--- config.mk ---
export PLATFORM = sky130hd
export DESIGN_NAME = telemetry_downlink_framer
export DESIGN_NICKNAME = d
export VERILOG_FILES = /design/src/logic/framer_pkg.sv /design/src/logic/byte_link_if.sv /design/src/logic/serial_tx.sv /design/src/logic/crc8_step.sv /design/src/logic/telemetry_downlink_framer.sv
export SDC_FILE = /design/constraint.sdc
export NUM_CORES = 1
export LEC_CHECK = 0
export BUFFER_PORTS_ARGS = -buffer_cell sky130_fd_sc_hd__buf_2
export CORE_MARGIN = 4
export CORE_UTILIZATION = 25
export CTS_CLUSTER_DIAMETER = 50
export DETAILED_ROUTE_END_ITERATION = 16
export MAX_ROUTING_LAYER = met4
export PLACE_DENSITY = 0.45
export REMOVE_ABC_BUFFERS = 1
export SETUP_SLACK_MARGIN = 0.2
export SLEW_MARGIN = 20
export SYNTH_ARGS = -nofsm -noshare
export SYNTH_HDL_FRONTEND = slang
export SYNTH_HIERARCHICAL = 1
export SYNTH_SLANG_ARGS = --single-unit
--- constraint.sdc ---
create_clock -name clock -period 10.8 [get_ports clock]
set_input_delay 0.54 -clock clock [delete_from_list [all_inputs] [get_ports clock]]
set_output_delay 0.54 -clock clock [all_outputs]
set_load 0.1 [all_outputs]
--- src/logic/framer_pkg.sv ---
// Shared constants for the downlink telemetry framer
package framer_pkg;
  // ****************************************
  // Clock and line timing
  // ****************************************
  localparam int unsigned clock_hz = 20000000;
  localparam int unsigned baud_bps = 38400;
  localparam int unsigned bit_cycles = clock_hz / baud_bps;
  localparam int unsigned bits_per_char = 10;
  localparam int unsigned data_bits = 8;
  localparam int unsigned gap_us = 3000;
  localparam int unsigned gap_cycles = (gap_us * (clock_hz / 1000000) + 0) ;

  // ****************************************
  // Frame layout
  // ****************************************
  localparam int unsigned max_data_bytes = 32;
  localparam logic [15:0] sync_default = 16'heb90;
  localparam logic [7:0] crc_poly_default = 8'h07;
  localparam logic [7:0] crc_init = 8'h00;
  localparam logic [15:0] counter_reset = 16'h0000;
  localparam logic [15:0] checksum_reset = 16'h0000;
endpackage

--- src/logic/byte_link_if.sv ---
// Byte hand-off between the framer and the serial transmitter
`timescale 1ns/1ps
interface byte_link_if;
  logic valid;
  logic ready;
  logic [7:0] data;
  modport source (output valid, output data, input ready);
  modport sink (input valid, input data, output ready);
endinterface

--- src/logic/serial_tx.sv ---
// Eight-data-bit, one-stop-bit, no-parity serial transmitter
`timescale 1ns/1ps
module serial_tx
  import framer_pkg::*;
#(
  parameter int unsigned bit_len = bit_cycles
) (
  input wire logic clock,
  input wire logic rst_b,
  byte_link_if.sink link,
  output logic line_q,
  output logic busy_q
);
  logic [15:0] tick_q;
  logic [3:0] bit_q;
  logic [9:0] shift_q;

  // ****************************************
  // Shift one character out
  // ****************************************
  // Ready only between characters, so a byte is never overwritten mid-flight
  assign link.ready = ~busy_q;

  // Baud divider and shifter share one process: timing and data move together
  always_ff @(posedge clock or negedge rst_b) begin
    if (!rst_b) begin
      tick_q <= 16'h0000;
      bit_q <= 4'h0;
      shift_q <= 10'h3ff;
      line_q <= 1'b1;
      busy_q <= 1'b0;
    end else if (!busy_q) begin
      line_q <= 1'b1;
      if (link.valid) begin
        shift_q <= {1'b1, link.data, 1'b0};
        busy_q <= 1'b1;
        tick_q <= 16'h0000;
        bit_q <= 4'h0;
        line_q <= 1'b0;
      end
    end else if (tick_q == 16'(bit_len - 1)) begin
      tick_q <= 16'h0000;
      if (bit_q == 4'(bits_per_char - 1)) begin
        busy_q <= 1'b0;
        line_q <= 1'b1;
      end else begin
        bit_q <= bit_q + 4'h1;
        line_q <= shift_q[bit_q + 4'h1];
      end
    end else begin
      tick_q <= tick_q + 16'h0001;
    end
  end
endmodule

--- src/logic/crc8_step.sv ---
// One-byte step of a configurable CRC-8
`timescale 1ns/1ps
module crc8_step (
  input wire logic [7:0] poly,
  input wire logic [7:0] crc_in,
  input wire logic [7:0] data_in,
  output logic [7:0] crc_out
);
  logic [7:0] stage [0:8];

  // ****************************************
  // Bitwise MSB-first CRC, unrolled by generate
  // ****************************************
  assign stage[0] = crc_in ^ data_in;
  genvar i;
  generate
    for (i = 0; i < 8; i++) begin : g_bit
      assign stage[i + 1] = stage[i][7] ? ({stage[i][6:0], 1'b0} ^ poly) : {stage[i][6:0], 1'b0};
    end
  endgenerate
  assign crc_out = stage[8];
endmodule

--- src/logic/telemetry_downlink_framer.sv ---
// Downlink telemetry frame builder driving one serial transmit pin
`timescale 1ns/1ps
module telemetry_downlink_framer
  import framer_pkg::*;
#(
  parameter logic [15:0] sync_word = sync_default,
  parameter logic [7:0] crc_poly = crc_poly_default,
  parameter int unsigned max_bytes = max_data_bytes,
  parameter int unsigned gap_len = gap_cycles,
  parameter int unsigned bit_len = bit_cycles
) (
  input wire logic clock,
  input wire logic rst_b,
  input wire logic frame_start,
  input wire logic [7:0] software_mode,
  input wire logic [5:0] data_length,
  input wire logic data_valid,
  input wire logic [7:0] data_byte,
  output logic data_ready_q,
  output logic start_ready_q,
  output logic frame_done_q,
  output logic [15:0] message_counter_q,
  output logic tx_line_q
);
  // ****************************************
  // Frame layout and timing
  // ****************************************
  // sync(2) counter(2) mode(1) data(0..32) checksum(2) crc(1), each byte one character.
  // Characters follow each other with one extra stop cycle between them, so a character
  // takes ten bit times plus one clock.
  // A frame is taken only in idle; start requests during a frame are dropped.
  // Data bytes are taken at the start bit of their character, so the source must hold
  // each byte with data_valid until it has gone; data_ready_q is a late hint only.
  // The gap timer runs from the end of the last stop bit, never from the CRC launch.
  // Limitation: the length is clamped, not rejected, so an oversize request still sends 32 bytes.

  typedef enum logic [7:0] {
    st_idle = 8'h01,
    st_sync = 8'h02,
    st_count = 8'h04,
    st_mode = 8'h08,
    st_data = 8'h10,
    st_sum = 8'h20,
    st_crc = 8'h40,
    st_gap = 8'h80
  } state_e;

  state_e state_q;
  logic hi_q;
  logic [5:0] len_q;
  logic [5:0] idx_q;
  logic [7:0] mode_q;
  logic [15:0] frame_checksum_field_q;
  logic [7:0] crc_q;
  logic [7:0] crc_next;
  logic [7:0] cur_byte;
  logic cur_valid;
  logic [31:0] gap_q;
  logic tx_busy;
  logic tx_line;
  logic sent;
  logic gap_end;

  byte_link_if link ();

  // ****************************************
  // Field helpers
  // ****************************************
  // Two-byte fields all leave high byte first, so one helper picks the half
  function automatic logic [7:0] pick_half(input logic [15:0] word, input logic high);
    pick_half = high ? word[15:8] : word[7:0];
  endfunction

  // States that carry a two-byte field flip the half select after each byte
  function automatic logic is_pair(input state_e s);
    is_pair = (s == st_sync) || (s == st_count) || (s == st_sum);
  endfunction

  // ****************************************
  // Byte currently offered to the transmitter
  // ****************************************
  // Multi-byte fields go most significant byte first
  always_comb begin
    cur_byte = 8'h00;
    cur_valid = 1'b0;
    unique case (state_q)
      st_idle: cur_valid = 1'b0;
      st_sync: begin
        cur_byte = pick_half(sync_word, hi_q);
        cur_valid = 1'b1;
      end
      st_count: begin
        cur_byte = pick_half(message_counter_q, hi_q);
        cur_valid = 1'b1;
      end
      st_mode: begin
        cur_byte = mode_q;
        cur_valid = 1'b1;
      end
      st_data: begin
        cur_byte = data_byte;
        cur_valid = data_valid;
      end
      st_sum: begin
        cur_byte = pick_half(frame_checksum_field_q, hi_q);
        cur_valid = 1'b1;
      end
      st_crc: begin
        cur_byte = crc_q;
        cur_valid = 1'b1;
      end
      st_gap: cur_valid = 1'b0;
    endcase
  end

  assign link.valid = cur_valid;
  assign link.data = cur_byte;
  assign sent = cur_valid & link.ready;

  // Gap is over once the line has stayed idle for the full count after the CRC
  assign gap_end = (state_q == st_gap) & ~tx_busy & (gap_q == 32'(gap_len - 1));

  serial_tx #(
    .bit_len(bit_len)
  ) u_tx (
    .clock(clock),
    .rst_b(rst_b),
    .link(link),
    .line_q(tx_line),
    .busy_q(tx_busy)
  );

  // CRC covers every byte before the CRC itself
  crc8_step u_crc (
    .poly(crc_poly),
    .crc_in(crc_q),
    .data_in(cur_byte),
    .crc_out(crc_next)
  );

  // ****************************************
  // Frame sequencer
  // ****************************************
  // A two-byte field moves on only after its low byte has been taken
  always_ff @(posedge clock or negedge rst_b) begin
    if (!rst_b) begin
      state_q <= st_idle;
    end else begin
      unique case (state_q)
        st_idle: begin
          if (frame_start) begin
            state_q <= st_sync;
          end
        end
        st_sync: begin
          if (sent && !hi_q) begin
            state_q <= st_count;
          end
        end
        st_count: begin
          if (sent && !hi_q) begin
            state_q <= st_mode;
          end
        end
        st_mode: begin
          if (sent) begin
            state_q <= (len_q == 6'h00) ? st_sum : st_data;
          end
        end
        st_data: begin
          if (sent && (idx_q + 6'h01 == len_q)) begin
            state_q <= st_sum;
          end
        end
        st_sum: begin
          if (sent && !hi_q) begin
            state_q <= st_crc;
          end
        end
        st_crc: begin
          if (sent) begin
            state_q <= st_gap;
          end
        end
        st_gap: begin
          if (gap_end) begin
            state_q <= st_idle;
          end
        end
      endcase
    end
  end

  // High half first; toggling twice leaves it set for the next field
  always_ff @(posedge clock or negedge rst_b) begin
    if (!rst_b) begin
      hi_q <= 1'b1;
    end else if (state_q == st_idle) begin
      hi_q <= 1'b1;
    end else if (sent && is_pair(state_q)) begin
      hi_q <= ~hi_q;
    end
  end

  // Counts data bytes taken; cleared outside the data section
  always_ff @(posedge clock or negedge rst_b) begin
    if (!rst_b) begin
      idx_q <= 6'h00;
    end else if (state_q != st_data) begin
      idx_q <= 6'h00;
    end else if (sent) begin
      idx_q <= idx_q + 6'h01;
    end
  end

  // Mode and length are captured with the start request and held for the frame
  always_ff @(posedge clock or negedge rst_b) begin
    if (!rst_b) begin
      mode_q <= 8'h00;
      len_q <= 6'h00;
    end else if (state_q == st_idle && frame_start) begin
      mode_q <= software_mode;
      len_q <= (data_length > 6'(max_bytes)) ? 6'(max_bytes) : data_length;
    end
  end

  // Gap timer starts only once the last stop bit has left the line
  always_ff @(posedge clock or negedge rst_b) begin
    if (!rst_b) begin
      gap_q <= 32'h00000000;
    end else if (state_q != st_gap || tx_busy) begin
      gap_q <= 32'h00000000;
    end else if (!gap_end) begin
      gap_q <= gap_q + 32'h00000001;
    end
  end

  // ****************************************
  // Checksum and CRC accumulation
  // ****************************************
  // Checksum sees only data bytes; a 16-bit sum of 32 bytes cannot overflow
  always_ff @(posedge clock or negedge rst_b) begin
    if (!rst_b) begin
      frame_checksum_field_q <= checksum_reset;
    end else if (state_q == st_idle) begin
      frame_checksum_field_q <= checksum_reset;
    end else if (sent && state_q == st_data) begin
      frame_checksum_field_q <= frame_checksum_field_q + {8'h00, data_byte};
    end
  end

  // CRC runs over every byte before itself, sync through checksum
  always_ff @(posedge clock or negedge rst_b) begin
    if (!rst_b) begin
      crc_q <= crc_init;
    end else if (state_q == st_idle) begin
      crc_q <= crc_init;
    end else if (sent && state_q != st_crc) begin
      crc_q <= crc_next;
    end
  end

  // ****************************************
  // Message counter
  // ****************************************
  // Advances as the frame's CRC is taken at its start bit, so each frame shows a fresh value
  always_ff @(posedge clock or negedge rst_b) begin
    if (!rst_b) begin
      message_counter_q <= counter_reset;
    end else if (state_q == st_crc && sent) begin
      message_counter_q <= message_counter_q + 16'h0001;
    end
  end

  // ****************************************
  // Registered outputs
  // ****************************************
  // Hints are one cycle late; the byte take itself is combinational on data_valid
  always_ff @(posedge clock or negedge rst_b) begin
    if (!rst_b) begin
      data_ready_q <= 1'b0;
      start_ready_q <= 1'b0;
      frame_done_q <= 1'b0;
    end else begin
      data_ready_q <= (state_q == st_data) & link.ready & ~sent;
      start_ready_q <= (state_q == st_idle) & ~frame_start;
      frame_done_q <= gap_end;
    end
  end

  // Line gets its own flop so the pin never shows a combinational glitch
  always_ff @(posedge clock or negedge rst_b) begin
    if (!rst_b) begin
      tx_line_q <= 1'b1;
    end else begin
      tx_line_q <= tx_line;
    end
  end
endmodule

==> flow_summary.ini <==
[synth]
avgSynthCellArea_sq_um = 9.32
yosys.cell_types.count = 92
seq_area_frac_synth_pct = 38.5
async_reset_ff_share_pct = 100
ys_ff_latch = 136
ys_warn_count = 6
synth.top_cell.area_share_pct = 34.7
synth-edff-count = 0
synth_area_leaders = dfrtp_1 (35%), xor2_1 (5.7%), nand2_1 (5.3%)
synthCells = 952
syn_area_sq_um = 8870
synth_flop_cell = dfrtp_1
yosys.area.top_type = dfrtp_1

[global_route]
grt_start_max_net_pins = 70
groute.usage.overall_pct = 13.1
grt_pass1_vias = 6925
grt_pass1_wl_mm = 39.3
grt_overflow = 0
antenna_found_initial = 1

[routing]
avgViaCountPerCell = 4.89
wl_mm = 24.3
vias = 7148
drt-pass1-iter-count = 5
wl_per_cell_microns = 16.6
drt-initial-drc-count = 516
ant_nets = 0
drcViolationCount = 0

[floorplanning]
row_count = 68
pin_count = 46
die_h_microns = 196
die_area_sq_um = 38600
core_region_area_sq_um = 34800
start_util_pct = 25.5
dieWidth_microns = 196

[clocking]
cts_root_buffer = clkbuf_16
cts_tree = done
insertion_delay_ns = 0.43
clk_path_buf_depth = 2
post_cts.repair.setup_buffers = 0
clock-sinks = 136
h-tree-depth = 4
clk_pin_slew_ns = 0.07
numCtsBuffers = 17
cts_resized = 0
hold_buffers = 0

[power]
power.density_nw_per_um2 = 231
power.leakage_nw = 4.19
vdd_ir_drop_max_v = 0.000240

[flow_run]
drv_cap = 0

[setup_path]
critPathCaptureType = flip-flop
crit_fanout = 11
cpPeakStageDelay_ns = 0.69
cp_common_cell = nand2_1
regToRegSetupSlack_ns = 5.91
worstPathRequired_ns = 11.11
cp_slowest_cell = xor2_1
critPathLaunch = state_q[2]
startpoint_type = flip-flop
worstPathCellList = or3_1, nor3_1, and3_1, a222oi_1, nand2_1, xor2_1, nand2_1, xnor2_1, o31a_1, o21ai_0, o211ai_1, o211a_1, o21ai_1, xnor3_1, xor2_1, nand2_1, o21ai_0
critPathArrivalTime_ns = 5.21
worstSetupPathType = flip-flop to flip-flop
reg2reg_from = state_q[2]

[placement]
dp_hpwl_mm = 17.5
place_inst = 1428
gp_congestion = 0.830
portBuffers = 45

[finish]
final_cell_mix = nand2_1 (126), dfrtp_1 (123), nor2_1 (85)
area_growth_pct = 14.1
final_cells = 1461
final_util_pct = 29.1
fin_nets = 1033
layout_commonest_cell = nand2_1
nFillCells = 3686
drive_above_1_share_pct = 15.7

[timing]
clock.fmax_ghz = 0.204
setup_violations = 0
rsz0062_at_grt = false
finalMaxSlewViolations = 0
period_needed_ns = 4.89
worstMarginPinSlew_ns = 0.909
timing.final.crit_share_pct = 45.3
maxSlewHeadroom_pct = 39.2
fin_tns_setup_ns = 0
finalHoldViolCount = 0
worst_clock_skew_ns = 0.0139

[hold_path]
hp-class = input port to asynchronous set/reset pin

[outcome]
status = finished, final reports clean
-- logic make-up after synthesis --
family                     synth area share [%]
and+or+nand+nor                            23.3
AOI/OAI and AO/OA                          14.8
DFF                                        38.5
xor gates and xnor gates                   13.6
buffers and inverters                      3.06
muxes                                      4.48
adders and majority gates                  2.20
other                                    0.0846
-- registers in the layout, indices dropped and copies added, names as in the netlist, 4 cells and up --
name and count:
idx_q 6, mode_q 8, u_tx/tick_q 16, u_tx/shift_q 9
state_q 8, gap_q 32, len_q 6, u_tx/bit_q 4
crc_q 8, frame_checksum_field_q 16, message_counter_q 16
-- metrics by stage --
step	total power, mW	worst slack (ns)	instance area, sq um	hold WS [ns]
finish	2.34	5.91	10100	0.107
floorplan	1.54	5.89	8690	0.244
global route	2.50	5.57	10100	0.150
global placement	1.74	6.01	9550	0.372
CTS	2.33	5.91	10100	0.144
detailed placement	1.74	5.93	9560	0.375
-- cell type report --
cell class | instances | area, sq um | share of cell area [%]
sequential | 136 | 3420 | 33.8
clock buffer | 20 | 447 | 4.41
inverter | 15 | 56.3 | 0.556
timing repair buffer | 51 | 277 | 2.73
clock inverter | 12 | 119 | 1.17
tap | 455 | 569 | 5.62
multi-input combinational | 771 | 5240 | 51.7
antenna | 1 | 2.50 | 0.0247
-- cell usage after synthesis, types with 4 or more instances --
cell type	instances
nand2_1	126
dfrtp_1	123
nor2_1	85
o21ai_0	63
xor2_1	58
xnor2_1	50
nand3_1	40
nor3_1	27
mux2_2	24
a21oi_1	22
and3_1	18
clkbuf_1	18
nand2b_1	15
ha_1	14
nand4_1	14
dfstp_2	13
inv_1	13
nor4_1	13
o31ai_1	11
or3_1	11
buf_2	10
a22oi_1	9
o211ai_1	8
a222oi_1	7
a22o_1	7
and2_1	6
mux2i_1	6
a211oi_1	5
a221o_1	5
a31oi_1	5
and4_1	5
buf_4	5
buf_6	5
xnor3_1	5
a221oi_1	4
and3b_1	4
nor2b_1	4
nor4b_1	4
o211a_1	4
or4_1	4
-- worst max-delay path: cells and delay by family (launching register included) --
kind	cells	cell delay, ns
and+or+nand+nor	6	1.56
xor gates and xnor gates	4	1.37
DFF	1	0.45
AOI/OAI and AO/OA	7	1.39
-- where the power goes --
| part | internal [mW] | total [mW] | switching, mW |
|---|---|---|---|
| logic | 0.581 | 1.21 | 0.629 |
| clock network | 0.326 | 0.567 | 0.241 |
| registers | 0.526 | 0.558 | 0.0320 |
-- metal layers --
| layer | vias to the layer above | wire (microns) | track usage [%] |
|---|---|---|---|
| li1 | 3503 | - | - |
| met1 | 3530 | 11900 | 18.1 |
| met2 | 107 | 11400 | 20.3 |
| met3 | 8 | 851 | 2.48 |
| met4 | 0 | 127 | 2.59 |
| met5 | - | 0 | - |
-- path summary, 6_finish.rpt --
path,endpoint,cells past startpoint
setup / recovery,crc_q[3],17
hold / removal,gap_q[24],1
setup reg to reg,crc_q[3],17
hold reg to reg,tx_line_q,0
max in group asynchronous,state_q[1],2
min in group clock,mode_q[3],2
(Power assumes the default switching activity.)
